`src/inc/station_cfg_pkg.sv`:
```
// Constants, types and register map for the station state and configuration decoder.
package station_cfg_pkg;

  localparam int N_STN  = 8;
  localparam int STN_W  = 3;
  localparam int ADDR_W = 8;

  // Register byte addresses.
  localparam logic [ADDR_W-1:0] OFS_CTRL       = 8'h00;
  localparam logic [ADDR_W-1:0] OFS_CFG_BYTE   = 8'h04;
  localparam logic [ADDR_W-1:0] OFS_STN_STATE  = 8'h08;
  localparam logic [ADDR_W-1:0] OFS_STN_LEN    = 8'h0C;
  localparam logic [ADDR_W-1:0] OFS_CFG_LAST   = 8'h10;
  localparam logic [ADDR_W-1:0] OFS_SELF_STATE = 8'h14;
  localparam logic [ADDR_W-1:0] OFS_STATES_LO  = 8'h18;
  localparam logic [ADDR_W-1:0] OFS_STATES_HI  = 8'h1C;

  // Control register fields.
  localparam int CTRL_GATEWAY_BIT = 0;
  localparam int CTRL_SLAVE_BIT   = 1;
  localparam int CTRL_SEL_LSB     = 8;
  localparam int CTRL_CLEAR_BIT   = 16;

  // Identifier byte fields.
  localparam logic [3:0] ID_NO_DATA   = 4'h0;
  localparam logic [3:0] ID_SPEC_IN   = 4'h4;
  localparam logic [3:0] ID_SPEC_OUT  = 4'h8;
  localparam logic [3:0] ID_SPEC_BOTH = 4'hC;
  localparam int ID_CONS_BIT = 3;
  localparam int ID_WORD_BIT = 2;
  localparam int ID_OUT_BIT  = 1;
  localparam int ID_IN_BIT   = 0;
  localparam int DESC_CONS_BIT = 7;
  localparam int DESC_WORD_BIT = 6;

  // Station state codes.
  localparam logic [7:0] ST_OK           = 8'h00;
  localparam logic [7:0] ST_DEACTIVATED  = 8'h01;
  localparam logic [7:0] ST_NO_REPLY     = 8'h02;
  localparam logic [7:0] ST_MASTER_LOCK  = 8'h03;
  localparam logic [7:0] ST_INVALID_RESP = 8'h04;
  localparam logic [7:0] ST_PRM_FAULT    = 8'h05;
  localparam logic [7:0] ST_NOT_SUPP     = 8'h06;
  localparam logic [7:0] ST_CFG_FAULT    = 8'h07;
  localparam logic [7:0] ST_NOT_READY    = 8'h08;
  localparam logic [7:0] ST_STAT_DIAG    = 8'h09;
  localparam logic [7:0] ST_DIAG_OVF     = 8'h0A;
  localparam logic [7:0] ST_PHYS_FAULT   = 8'h0B;
  localparam logic [7:0] ST_SEVERE_BUS   = 8'h0D;
  localparam logic [7:0] ST_TELEGRAM     = 8'h0E;
  localparam logic [7:0] ST_NO_RES       = 8'h0F;
  localparam logic [7:0] ST_SERVICE_OFF  = 8'h10;
  localparam logic [7:0] ST_UNEXPECTED   = 8'h11;
  localparam logic [7:0] ST_READY_WAIT   = 8'h12;
  localparam logic [7:0] ST_ACYC_PEND    = 8'h13;
  localparam logic [7:0] ST_GW_WC        = 8'h1F;
  localparam logic [7:0] ST_SLV_DATA     = 8'h80;
  localparam logic [7:0] ST_SLV_CFG      = 8'h81;
  localparam logic [7:0] ST_SLV_PRM      = 8'h82;

  localparam logic [1:0] WC_FAULT = 2'h1;

  // Condition flags reported per station by the bus engine.
  typedef struct packed {
    logic deactivated;
    logic no_reply;
    logic master_lock;
    logic invalid_resp;
    logic prm_fault;
    logic not_supported;
    logic cfg_fault;
    logic not_ready;
    logic stat_diag;
    logic diag_overflow;
    logic phys_fault;
    logic severe_bus;
    logic telegram_fault;
    logic no_resources;
    logic service_off;
    logic unexpected;
    logic ready_wait;
    logic acyc_pending;
  } station_cond_t;

  // Phase of this device when it runs as a bus slave itself.
  typedef enum logic [1:0] {
    SLV_WAIT_PRM  = 2'h0,
    SLV_WAIT_CFG  = 2'h1,
    SLV_WAIT_DATA = 2'h2,
    SLV_RUN       = 2'h3
  } slave_phase_t;

  // Summary of the last decoded data-carrying module.
  typedef struct packed {
    logic       has_in;
    logic       has_out;
    logic       word_unit;
    logic       consistent;
    logic [7:0] units;
  } module_desc_t;

endpackage : station_cfg_pkg

```
`src/logic/station_cfg_decoder.sv`:
```
// Station state encoder and configuration identifier decoder behind an APB slave.
//
// Local design decisions: the register addresses and the APB interface to the registers.
`timescale 1ns/1ps
module station_cfg_decoder
  import station_cfg_pkg::*;
(
  // Clock and reset
  input  wire logic                        pclk,
  input  wire logic                        presetn,
  // APB slave
  input  wire logic                        psel,
  input  wire logic                        penable,
  input  wire logic                        pwrite,
  input  wire logic [ADDR_W-1:0]           paddr,
  input  wire logic [31:0]                 pwdata,
  output logic      [31:0]                 prdata,
  output logic                             pready,
  output logic                             pslverr,
  // Bus engine status, same clock
  input  wire station_cond_t [N_STN-1:0]   station_cond,
  input  wire logic [1:0]                  working_counter_state,
  input  wire slave_phase_t                own_slave_phase,
  // Live state codes
  output logic      [N_STN*8-1:0]          station_state_code
);

  // ---------------------------------------------------------------------------
  // Functions
  // ---------------------------------------------------------------------------

  // Fixed priority: faults that stop all traffic mask the finer answers.
  function automatic logic [7:0] encode_state(input station_cond_t c, input logic gw_fault);
    logic [7:0] code;
    code = ST_OK;
    if (gw_fault) code = ST_GW_WC;
    else if (c.deactivated) code = ST_DEACTIVATED;
    else if (c.no_reply) code = ST_NO_REPLY;
    else if (c.phys_fault) code = ST_PHYS_FAULT;
    else if (c.severe_bus) code = ST_SEVERE_BUS;
    else if (c.telegram_fault) code = ST_TELEGRAM;
    else if (c.unexpected) code = ST_UNEXPECTED;
    else if (c.master_lock) code = ST_MASTER_LOCK;
    else if (c.invalid_resp) code = ST_INVALID_RESP;
    else if (c.no_resources) code = ST_NO_RES;
    else if (c.service_off) code = ST_SERVICE_OFF;
    else if (c.prm_fault) code = ST_PRM_FAULT;
    else if (c.not_supported) code = ST_NOT_SUPP;
    else if (c.cfg_fault) code = ST_CFG_FAULT;
    else if (c.diag_overflow) code = ST_DIAG_OVF;
    else if (c.stat_diag) code = ST_STAT_DIAG;
    else if (c.not_ready) code = ST_NOT_READY;
    else if (c.ready_wait) code = ST_READY_WAIT;
    else if (c.acyc_pending) code = ST_ACYC_PEND;
    return code;
  endfunction : encode_state

  // Length field holds units minus one; word units are two bytes each.
  function automatic logic [7:0] unit_bytes(input logic [5:0] len_m1, input logic word);
    logic [7:0] units;
    units = {2'b00, len_m1} + 8'h01;
    return word ? {units[6:0], 1'b0} : units;
  endfunction : unit_bytes

  function automatic logic [7:0] unit_count(input logic [5:0] len_m1);
    return {2'b00, len_m1} + 8'h01;
  endfunction : unit_count

  // ---------------------------------------------------------------------------
  // Station state codes
  // ---------------------------------------------------------------------------

  logic [7:0] state_r [N_STN];
  logic       gw_fault;
  logic       gateway_en_r;
  logic       slave_en_r;
  logic [7:0] self_state_r;

  assign gw_fault = gateway_en_r && (working_counter_state == WC_FAULT);

  genvar gi;
  generate
    for (gi = 0; gi < N_STN; gi++) begin : g_stn
      always_ff @(posedge pclk or negedge presetn) begin
        if (!presetn) begin
          state_r[gi] <= ST_DEACTIVATED;
        end else begin
          state_r[gi] <= encode_state(station_cond[gi], gw_fault);
        end
      end
      assign station_state_code[gi*8 +: 8] = state_r[gi];
    end
  endgenerate

  // Reports this device's own progress while it serves as a bus slave.
  always_ff @(posedge pclk or negedge presetn) begin
    if (!presetn) begin
      self_state_r <= ST_OK;
    end else if (!slave_en_r) begin
      self_state_r <= ST_OK;
    end else begin
      unique case (own_slave_phase)
        SLV_WAIT_PRM:  self_state_r <= ST_SLV_PRM;
        SLV_WAIT_CFG:  self_state_r <= ST_SLV_CFG;
        SLV_WAIT_DATA: self_state_r <= ST_SLV_DATA;
        SLV_RUN:       self_state_r <= ST_OK;
      endcase
    end
  end

  // ---------------------------------------------------------------------------
  // APB decode
  // ---------------------------------------------------------------------------

  logic             wr_en;
  logic             setup;
  logic             addr_ok;
  logic [STN_W-1:0] sel_r;
  logic             clear_pulse;
  logic             byte_pulse;

  assign setup       = psel && !penable;
  assign wr_en       = psel && penable && pwrite && addr_ok;
  assign clear_pulse = wr_en && (paddr == OFS_CTRL) && pwdata[CTRL_CLEAR_BIT];
  assign byte_pulse  = wr_en && (paddr == OFS_CFG_BYTE);

  always_comb begin
    unique case (paddr)
      OFS_CTRL, OFS_CFG_BYTE, OFS_STN_STATE, OFS_STN_LEN,
      OFS_CFG_LAST, OFS_SELF_STATE, OFS_STATES_LO, OFS_STATES_HI: addr_ok = 1'b1;
      default: addr_ok = 1'b0;
    endcase
  end

  // Zero wait states; unmapped addresses answer with an error.
  assign pready  = 1'b1;
  assign pslverr = psel && penable && !addr_ok;

  always_ff @(posedge pclk or negedge presetn) begin
    if (!presetn) begin
      gateway_en_r <= 1'b0;
      slave_en_r   <= 1'b0;
      sel_r        <= '0;
    end else if (wr_en && (paddr == OFS_CTRL)) begin
      gateway_en_r <= pwdata[CTRL_GATEWAY_BIT];
      slave_en_r   <= pwdata[CTRL_SLAVE_BIT];
      sel_r        <= pwdata[CTRL_SEL_LSB +: STN_W];
    end
  end

  // ---------------------------------------------------------------------------
  // Identifier byte parser
  // ---------------------------------------------------------------------------

  typedef enum logic [1:0] {
    P_IDENT,
    P_DESC_OUT,
    P_DESC_IN,
    P_SKIP
  } parse_t;

  parse_t       pstate_r;
  logic [3:0]   skip_r;
  logic         both_r;
  logic         err_r;
  logic [15:0]  in_len_r  [N_STN];
  logic [15:0]  out_len_r [N_STN];
  module_desc_t last_r;
  logic [7:0]   cbyte;
  logic [7:0]   add_in;
  logic [7:0]   add_out;
  logic         add_valid;
  module_desc_t desc_nxt;

  assign cbyte = pwdata[7:0];

  // Works out what one identifier or descriptor byte contributes.
  always_comb begin
    add_in    = 8'h00;
    add_out   = 8'h00;
    add_valid = 1'b0;
    desc_nxt  = '0;
    if (pstate_r == P_IDENT) begin
      if (cbyte[7:4] != ID_NO_DATA && cbyte[7:4] != ID_SPEC_IN &&
          cbyte[7:4] != ID_SPEC_OUT && cbyte[7:4] != ID_SPEC_BOTH) begin
        add_valid           = 1'b1;
        desc_nxt.has_in     = cbyte[4 + ID_IN_BIT];
        desc_nxt.has_out    = cbyte[4 + ID_OUT_BIT];
        desc_nxt.word_unit  = cbyte[4 + ID_WORD_BIT];
        desc_nxt.consistent = cbyte[4 + ID_CONS_BIT];
        desc_nxt.units      = unit_count({2'b00, cbyte[3:0]});
        if (desc_nxt.has_in) begin
          add_in = unit_bytes({2'b00, cbyte[3:0]}, desc_nxt.word_unit);
        end
        if (desc_nxt.has_out) begin
          add_out = unit_bytes({2'b00, cbyte[3:0]}, desc_nxt.word_unit);
        end
      end
    end else if (pstate_r == P_DESC_OUT || pstate_r == P_DESC_IN) begin
      add_valid           = 1'b1;
      desc_nxt.has_in     = (pstate_r == P_DESC_IN);
      desc_nxt.has_out    = (pstate_r == P_DESC_OUT);
      desc_nxt.word_unit  = cbyte[DESC_WORD_BIT];
      desc_nxt.consistent = cbyte[DESC_CONS_BIT];
      desc_nxt.units      = unit_count(cbyte[5:0]);
      if (desc_nxt.has_in) begin
        add_in = unit_bytes(cbyte[5:0], desc_nxt.word_unit);
      end else begin
        add_out = unit_bytes(cbyte[5:0], desc_nxt.word_unit);
      end
    end
  end

  // Sequence through identifier, descriptors and trailing vendor bytes.
  always_ff @(posedge pclk or negedge presetn) begin
    if (!presetn) begin
      pstate_r <= P_IDENT;
      skip_r   <= '0;
      both_r   <= 1'b0;
    end else if (clear_pulse) begin
      pstate_r <= P_IDENT;
      skip_r   <= '0;
      both_r   <= 1'b0;
    end else if (byte_pulse) begin
      unique case (pstate_r)
        P_IDENT: begin
          skip_r <= cbyte[3:0];
          both_r <= (cbyte[7:4] == ID_SPEC_BOTH);
          if (cbyte[7:4] == ID_NO_DATA) begin
            pstate_r <= (cbyte[3:0] != 4'h0) ? P_SKIP : P_IDENT;
          end else if (cbyte[7:4] == ID_SPEC_IN) begin
            pstate_r <= P_DESC_IN;
          end else if (cbyte[7:4] == ID_SPEC_OUT || cbyte[7:4] == ID_SPEC_BOTH) begin
            pstate_r <= P_DESC_OUT;
          end else begin
            pstate_r <= P_IDENT;
          end
        end
        P_DESC_OUT: begin
          if (both_r) begin
            pstate_r <= P_DESC_IN;
          end else begin
            pstate_r <= (skip_r != 4'h0) ? P_SKIP : P_IDENT;
          end
        end
        P_DESC_IN: begin
          pstate_r <= (skip_r != 4'h0) ? P_SKIP : P_IDENT;
        end
        P_SKIP: begin
          skip_r <= skip_r - 4'h1;
          if (skip_r == 4'h1) begin
            pstate_r <= P_IDENT;
          end
        end
      endcase
    end
  end

  // Flags a total that would wrap; the total then saturates.
  always_ff @(posedge pclk or negedge presetn) begin
    if (!presetn) begin
      err_r <= 1'b0;
    end else if (clear_pulse) begin
      err_r <= 1'b0;
    end else if (byte_pulse && add_valid &&
                 ((in_len_r[sel_r] > 16'hFFFF - {8'h00, add_in}) ||
                  (out_len_r[sel_r] > 16'hFFFF - {8'h00, add_out}))) begin
      err_r <= 1'b1;
    end
  end

  generate
    for (gi = 0; gi < N_STN; gi++) begin : g_len
      always_ff @(posedge pclk or negedge presetn) begin
        if (!presetn) begin
          in_len_r[gi]  <= '0;
          out_len_r[gi] <= '0;
        end else if (clear_pulse && sel_r == STN_W'(gi)) begin
          in_len_r[gi]  <= '0;
          out_len_r[gi] <= '0;
        end else if (byte_pulse && add_valid && sel_r == STN_W'(gi)) begin
          in_len_r[gi]  <= (in_len_r[gi] > 16'hFFFF - {8'h00, add_in}) ?
                           16'hFFFF : in_len_r[gi] + {8'h00, add_in};
          out_len_r[gi] <= (out_len_r[gi] > 16'hFFFF - {8'h00, add_out}) ?
                           16'hFFFF : out_len_r[gi] + {8'h00, add_out};
        end
      end
    end
  endgenerate

  always_ff @(posedge pclk or negedge presetn) begin
    if (!presetn) begin
      last_r <= '0;
    end else if (clear_pulse) begin
      last_r <= '0;
    end else if (byte_pulse && add_valid) begin
      last_r <= desc_nxt;
    end
  end

  // ---------------------------------------------------------------------------
  // Read data
  // ---------------------------------------------------------------------------

  logic [31:0] rdata_nxt;
  logic [31:0] prdata_r;

  always_comb begin
    rdata_nxt = 32'h0000_0000;
    unique case (paddr)
      OFS_CTRL: begin
        rdata_nxt[CTRL_GATEWAY_BIT]          = gateway_en_r;
        rdata_nxt[CTRL_SLAVE_BIT]            = slave_en_r;
        rdata_nxt[CTRL_SEL_LSB +: STN_W]     = sel_r;
      end
      OFS_CFG_BYTE:   rdata_nxt = {24'h00_0000, err_r, 1'b0, skip_r, pstate_r};
      OFS_STN_STATE:  rdata_nxt = {24'h00_0000, state_r[sel_r]};
      OFS_STN_LEN:    rdata_nxt = {out_len_r[sel_r], in_len_r[sel_r]};
      OFS_CFG_LAST:   rdata_nxt = {20'h0_0000, last_r};
      OFS_SELF_STATE: rdata_nxt = {24'h00_0000, self_state_r};
      OFS_STATES_LO:  rdata_nxt = {state_r[3], state_r[2], state_r[1], state_r[0]};
      OFS_STATES_HI:  rdata_nxt = {state_r[7], state_r[6], state_r[5], state_r[4]};
      default:        rdata_nxt = 32'h0000_0000;
    endcase
  end

  // Sampled in the setup cycle so the access phase sees a stable register.
  always_ff @(posedge pclk or negedge presetn) begin
    if (!presetn) begin
      prdata_r <= 32'h0000_0000;
    end else if (setup && !pwrite) begin
      prdata_r <= rdata_nxt;
    end
  end

  assign prdata = prdata_r;

endmodule : station_cfg_decoder

```
`config.mk`:
```
export PLATFORM = sky130hd
export DESIGN_NAME = station_cfg_decoder
export DESIGN_NICKNAME = d
export VERILOG_FILES = /design/src/inc/station_cfg_pkg.sv /design/src/logic/station_cfg_decoder.sv
export SDC_FILE = /design/constraint.sdc
export NUM_CORES = 2
export LEC_CHECK = 0
export ABC_AREA = 1
export BUFFER_PORTS_ARGS = -buffer_cell sky130_fd_sc_hd__buf_2
export CORE_ASPECT_RATIO = 0.5
export CORE_MARGIN = 4
export CORE_UTILIZATION = 40
export DETAILED_ROUTE_END_ITERATION = 7
export PLACE_DENSITY_LB_ADDON = 0.12
export SETUP_SLACK_MARGIN = 0.05
export SYNTH_ARGS = -nofsm -noshare
export SYNTH_HDL_FRONTEND = slang
export SYNTH_SLANG_ARGS = --single-unit
```
`constraint.sdc`:
```
create_clock -name pclk -period 5.2 [get_ports pclk]
set_input_delay 1.04 -clock pclk [delete_from_list [all_inputs] [get_ports pclk]]
set_output_delay 1.04 -clock pclk [all_outputs]
set_load 0.01 [all_outputs]
```
Word-level counts from Yosys, hierarchy flattened
Memories as Yosys holds them, arrays and structs flattened.
Cells that the tools add are included.
- reduce and logical (&&, ||, !) cells: 62
- $add $sub $neg: 21
- muxes and demuxes: 254
- equality and inequality tests: 29
- bitwise operators: 1
- magnitude comparators: 19
- operators by type and width (kind ; number):
    two-way mux 16 bit ; 52
    two-way mux 5 bit ; 146
    greater-than comparator 16 bit ; 18
    adder 16 x 8 -> 16 bit ; 16
    two-way mux 8 bit ; 16
    binary-select mux 16 bit (select 3 bit) ; 2
    case mux 21 bit (4 select lines) ; 1
    two-way mux 12 bit ; 5
    case mux 6 bit (7 select lines) ; 1
    equality test 8 x 5 -> 1 bit, second input constant ; 4
    case mux 8 bit (4 select lines) ; 1
    logical AND 1 bit ; 31
    two-way mux 6 bit ; 5
    binary-select mux 8 bit (select 3 bit) ; 1
    nonzero test 2 bit ; 12
    subtractor 1 x 9 -> 10 bit, first input constant ; 2
    equality test 8 x 4 -> 1 bit, second input constant ; 2
    two-way mux 2 bit ; 8
    case mux 2 bit (8 select lines) ; 1
    case mux 3 bit (5 select lines) ; 1
    equality test 3 bit, second input constant ; 4
    nonzero test 4 bit ; 3
    two-way mux 1 bit ; 10
    equality test 2 bit, second input constant ; 4
    26 further kinds ; 40
- word-level logic and storage cells: 425
- register bits after elaboration: 385
- memories kept: 1
- output and inout port bits: 98
- input port bits: 193
- memory bits (read-only): 32
- memories (memory ; depth ; bits a word ; rd ports ; clocked after memory_dff ; write ports ; RTL line ; text):
    (no name shown) ; 32 ; 1 ; 1 ; 0 ; 0 ; station_cfg_decoder.sv:128 ; unique case (paddr)

Longest topological paths before layout
- depth in word-level cells: 19
- mapped depth: 25
- gate-level depth less buffers: 25

Worst setup path after synthesis
No wires, ideal clock.
- path type: input -> register
- from: in pwdata[0]
- to: reg in_len_r[107] in the netlist's numbering
- setup slack: 1.117 ns
- setup time: 0.120 ns
- required time: 5.080 ns
- arrival: 3.963 ns
- stages on the path: 17
- buffers on the path: 0
- path through: inv_2 ha_1 o21ai_0 nor2_1 ha_1 nand3_1 nand2_1 a21boi_0 nor2_1 o21ai_0 nand2_1 nand2_1 nand2_1 nand3_1 nand2_1 o21ai_1 nand2_1
- longest elaborated chain between the ends: 10
- elaborated cells between the ends (all ways): 15
- those cells by class: add/sub: 4; order compare: 1; mux: 10
- RTL lines (element ; RTL line ; text):
    start, declared ; station_cfg_decoder.sv:16 ; input wire logic [31:0] pwdata,
    adder 6 x 1 -> 7 bit or adder 4 x 1 -> 5 bit (tied branches) ; station_cfg_decoder.sv:61 ; units = {2'b00, len_m1} + 8'h01;
    two-way mux 8 bit or two-way mux 6 bit (tied branches) ; station_cfg_decoder.sv:62 ; return word ? {units[6:0], 1'b0} : units;
    two-way mux 8 bit or two-way mux 6 bit (tied branches) ; station_cfg_decoder.sv:206, station_cfg_decoder.sv:192 ;
    two-way mux 8 bit or two-way mux 6 bit (tied branches) ; station_cfg_decoder.sv:199, station_cfg_decoder.sv:184 ;
    two-way mux 8 bit (*) ; station_cfg_decoder.sv:183 ; if (pstate_r == P_IDENT) begin
    subtractor 1 x 9 -> 10 bit ; station_cfg_decoder.sv:282 ; in_len_r[gi] <= (in_len_r[gi] > 16'hFFFF - {8'h00, add_in}) ?
    greater-than comparator 16 bit ; station_cfg_decoder.sv:282 ;
    two-way mux 16 bit (*) ; station_cfg_decoder.sv:282 ;
    two-way mux 16 bit (*) ; station_cfg_decoder.sv:281 ; end else if (byte_pulse && add_valid && sel_r == STN_W'(gi)) begin
    two-way mux 16 bit (*) ; station_cfg_decoder.sv:278 ; end else if (clear_pulse && sel_r == STN_W'(gi)) begin
    end signal, assigned by index ; station_cfg_decoder.sv:282 ;
    end, declared ; station_cfg_decoder.sv:166 ; logic [15:0] in_len_r [N_STN];
Mark *: on every way between the ends. The rest lies on a longest branch, timed or not. The select of a mux whose other input is x is not followed.
A chain may end at the register's enable or synchronous reset.

Worst setup path after layout
- from: reg pstate_r[0]
- to: reg out_len_r[74] in the netlist's numbering
- longest elaborated chain between the ends: 9
- elaborated cells between the ends (all ways): 18
- those cells by class: add/sub: 2; order compare: 1; eq/ne: 2; mux: 8; reduce/logical: 5
- RTL lines (element ; RTL line ; text):
    start, declared ; station_cfg_decoder.sv:162 ; parse_t pstate_r;
    start signal, assigned ; station_cfg_decoder.sv:230 ; pstate_r <= (cbyte[3:0] != 4'h0) ? P_SKIP : P_IDENT;
    start signal, assigned ; station_cfg_decoder.sv:243 ; pstate_r <= (skip_r != 4'h0) ? P_SKIP : P_IDENT;
    start signal, assigned ; station_cfg_decoder.sv:247 ; pstate_r <= (skip_r != 4'h0) ? P_SKIP : P_IDENT;
    equality test 2 bit or equality test 2 x 1 -> 1 bit (tied branches) ; station_cfg_decoder.sv:199, station_cfg_decoder.sv:201 ;
    two-way mux 8 bit or logical OR 1 bit (tied branches) ; station_cfg_decoder.sv:206, station_cfg_decoder.sv:199 ;
    two-way mux 8 bit ; station_cfg_decoder.sv:199 ; end else if (pstate_r == P_DESC_OUT || pstate_r == P_DESC_IN) begin
    two-way mux 8 bit ; station_cfg_decoder.sv:183 ;
    subtractor 1 x 9 -> 10 bit ; station_cfg_decoder.sv:284 ; out_len_r[gi] <= (out_len_r[gi] > 16'hFFFF - {8'h00, add_out}) ?
    greater-than comparator 16 bit ; station_cfg_decoder.sv:284 ;
    two-way mux 16 bit ; station_cfg_decoder.sv:284 ;
    two-way mux 16 bit ; station_cfg_decoder.sv:281 ;
    two-way mux 16 bit ; station_cfg_decoder.sv:278 ;
    end signal, assigned by index ; station_cfg_decoder.sv:284 ;
    end, declared ; station_cfg_decoder.sv:167 ; logic [15:0] out_len_r [N_STN];
Parallel ways exist; a longest one is shown, timed or not. The select of a mux whose other input is x is not followed.

==> run metrics <==
setup bufs post-CTS=0; Worst VDD drop=0.175 mV; clock root cell=clkbuf_16; antenna violations before repair=2; Leak=17.7 nW; Via density=5.51; clock sinks=355; via count=30855; post-synthesis mux area share=0%; mean post-synth cell area=6.70 um^2; Die ar.=78100 um^2; CORE AREA=71900 um^2; Seq/Total Area, Yosys=30.3%; Max-cap violations=0; Reg clk slew, reported paths=0.07 ns; EDFF count, synth=0; first-pass GRT wire length=172000 um; Final Skew=0.0177 ns; minimum clock period=4.36 ns; CTS Buf Count=41; startpoint types=register; post-synthesis async set-or-reset flop share=100%; area grow syn2layout=12.5%; port bufs=245; Worst EP arrival=4.86 ns; CTS tree=yes; die height=200 um; H-tree lvl count=2; crit path kind=register to register; fin area=33100 um^2; Power Total=6.47 mW; site row count=69; Compound-Gate Fraction of Synth Area=14.5%; power per cell area=196 nW/um^2; XOR/XNOR share of the synthesized area=3.22%; Clock Tree Buf Depth=3; Routed Wire Length=114000 um; Cell variety after synth=60; number of global-route vias before repair=29175; simple-gate share of the synthesized area=34.6%; placed cell count=5526; final core occ=46.0%; Final HPWL DP=85700 um; Post-Place Worst Slack=0.547 ns; # nets final=4986; worst setup margin=0.840 ns; Routed Antenna Nets=0; Worst Tran Pin Value=1.18 ns; fill count=7520; Final setup viols=0; Tcrit/Tclk final=83.8%; Hold Path Class=input port to async pin; Fin Setup TNS=0 ns; I/O Pins=291; gpl congestion=0.970; Wirelength per Cell=20.3 um; unrepaired setup endpoints after global routing=false; largest family of logic cells by synthesized area=simple AND/OR/NAND/NOR gates; Critical Path RT=5.70 ns; register area=8890 um^2; DRC=0; #FFs+latches synth=355; Post-Synthesis Cells=4388; Clock Latency Late Sink=0.59 ns; crit-path max FO=15; Hold Vio Cnt, Final=0; # hold bufs at CTS=0; most common flop cell mapped by yosys=dfrtp_1; DR pass1 iterations=6; status=finished, final reports clean; Yosys warnings=0; CTS resizes=0; placed instance area=31600 um^2; initial cell density of the core=40.9%; fin cells=5603; CP Capture Type=register; Die W=391 um; Mapped Area=29400 um^2; Final Max Tran Viols=0; fmax=229 MHz; grt total ovfl=0; largest net degree at the start of global routing=93; GR Util All Layers=28.6%; adder-cell share of the synthesized area=8.16%; Min Hold Slack=0.469 ns; area of the multi-input gates=17900 um^2; Slew HR=21.0%; Iter 0 DRT Violations=2936; share of cells above drive strength 1=10.9%
[per-layer routing]
metal  track usage, %  vias to the layer above  wire (um)
li1                 -                    14884          -
met1             39.1                    14527      50100
met2             44.4                     1263      48200
met3             8.17                      181      12100
met4             7.87                        0       3070
met5                0                        -          0
[registers in the layout, summed over array words and instances (netlist names)]
signal              flops
prdata                 32
self_state_r            3
out_len_r             128
gateway_en_r            1
sel_r                   3
both_r                  1
station_state_code     40
last_r                 11
pstate_r                2
skip_r                  4
err_r                   1
slave_en_r              1
in_len_r              128
[cells by family (layout without fill, tap and decap cells)]
logic type	count (synthesis)	in the layout
simple gates	2377	2377
compound gates	719	719
buf+inv	645	877
flops	355	355
fa+ha+maj	182	182
xor+xnor	108	108
other cells	2	27
[synthesized netlist by cell type (10+ instances only)]
master / number / area share (%)
xnor2_1: 52 / 1.5
nor4_1: 17 / 0.36
o32ai_1: 10 / 0.30
o221ai_1: 18 / 0.54
clkbuf_1: 52 / 0.66
nand3_2: 21 / 0.72
buf_4: 33 / 0.84
inv_2: 12 / 0.15
fa_1: 16 / 1.1
buf_2: 38 / 0.65
nand2_2: 36 / 0.77
o31ai_1: 16 / 0.41
dfrtp_1: 347 / 30
a31oi_1: 13 / 0.28
o211ai_1: 14 / 0.36
nand3b_1: 11 / 0.28
buf_6: 15 / 0.57
nor3_1: 63 / 1.1
o21bai_1: 16 / 0.41
inv_1: 482 / 6.2
xor2_1: 56 / 1.7
nand2_1: 1523 / 19
o21a_1: 12 / 0.31
a221oi_1: 12 / 0.36
nor2_2: 13 / 0.28
ha_1: 166 / 7.1
nand4_1: 91 / 1.9
o21ai_0: 239 / 4.1
a21oi_1: 193 / 3.3
a22oi_1: 29 / 0.74
nand3_1: 332 / 5.7
nor2_1: 244 / 3.1
o21ai_1: 37 / 0.63
o22ai_1: 55 / 1.2
o2111ai_1: 18 / 0.54
[layout make-up]
type                    count  share of cell area (%)
inverters                 502                    5.71
diodes                      2                  0.0151
flip-flops and latches    355                    26.9
clock buffers              61                    3.76
multi-input cells        3411                    54.2
clock inverters            14                   0.628
repair buffers            300                    5.21
well taps                 958                    3.62
[path summary, 6_finish.rpt]
kind                                         startpoint                         to  slack (ns)  cells after the start
worst max-delay path            pstate_r[0]$_DFFE_PN0P_  out_len_r[74]$_DFFE_PN0P_        0.84                     20
worst min-delay path                            presetn  in_len_r[116]$_DFFE_PN0P_        0.47                      1
worst max register to register  pstate_r[0]$_DFFE_PN0P_  out_len_r[74]$_DFFE_PN0P_        0.84                     20
worst min register to register   prdata[27]$_DFFE_PN0P_     prdata[27]$_DFFE_PN0P_        0.48                      2
max in group asynchronous                       presetn  out_len_r[33]$_DFFE_PN0P_        3.73                      2
min in group pclk                prdata[27]$_DFFE_PN0P_     prdata[27]$_DFFE_PN0P_        0.48                      2
[placed cells by master, fill, tap and decap left out, types with 17 or more instances in the layout]
cell	count
a22oi_1	29
nand2_2	37
nand3_2	21
inv_1	481
conb_1	25
nor2_1	241
o21ai_1	37
ha_1	166
a21oi_1	193
o21ai_0	239
nand2_1	1522
clkbuf_16	43
buf_2	244
nand3_1	332
nor4_1	17
nand4_1	91
o221ai_1	18
xnor2_1	52
o2111ai_1	18
o22ai_1	55
dfrtp_1	346
nor3_1	62
buf_4	49
xor2_1	56
[report_power, final]
part	internal (mW)	switching, mW	total, mW	leakage, nW
Sequential	2.79	0.0289	2.82	4.33
Combinational	0.130	0.272	0.403	12.7
Clock	1.91	1.34	3.25	0.711
[worst max-delay path, stage by stage (launching register included)]
cell and delay, ns:
dfrtp_1 0.37, inv_1 0.10, ha_1 0.28, inv_2 0.18
nand2_2 0.15, nor2_2 0.23, inv_1 0.15, nand2_1 0.09
inv_1 0.09, nor2_1 0.45, inv_1 0.56, ha_1 0.37
o21bai_1 0.15, a21oi_1 0.08, o21ai_0 0.16, nand2_1 0.07
nand2_1 0.08, nand3_2 0.32, nand3_1 0.18, nand2_1 0.08
o21ai_0 0.12
(Power assumes the default switching activity.)
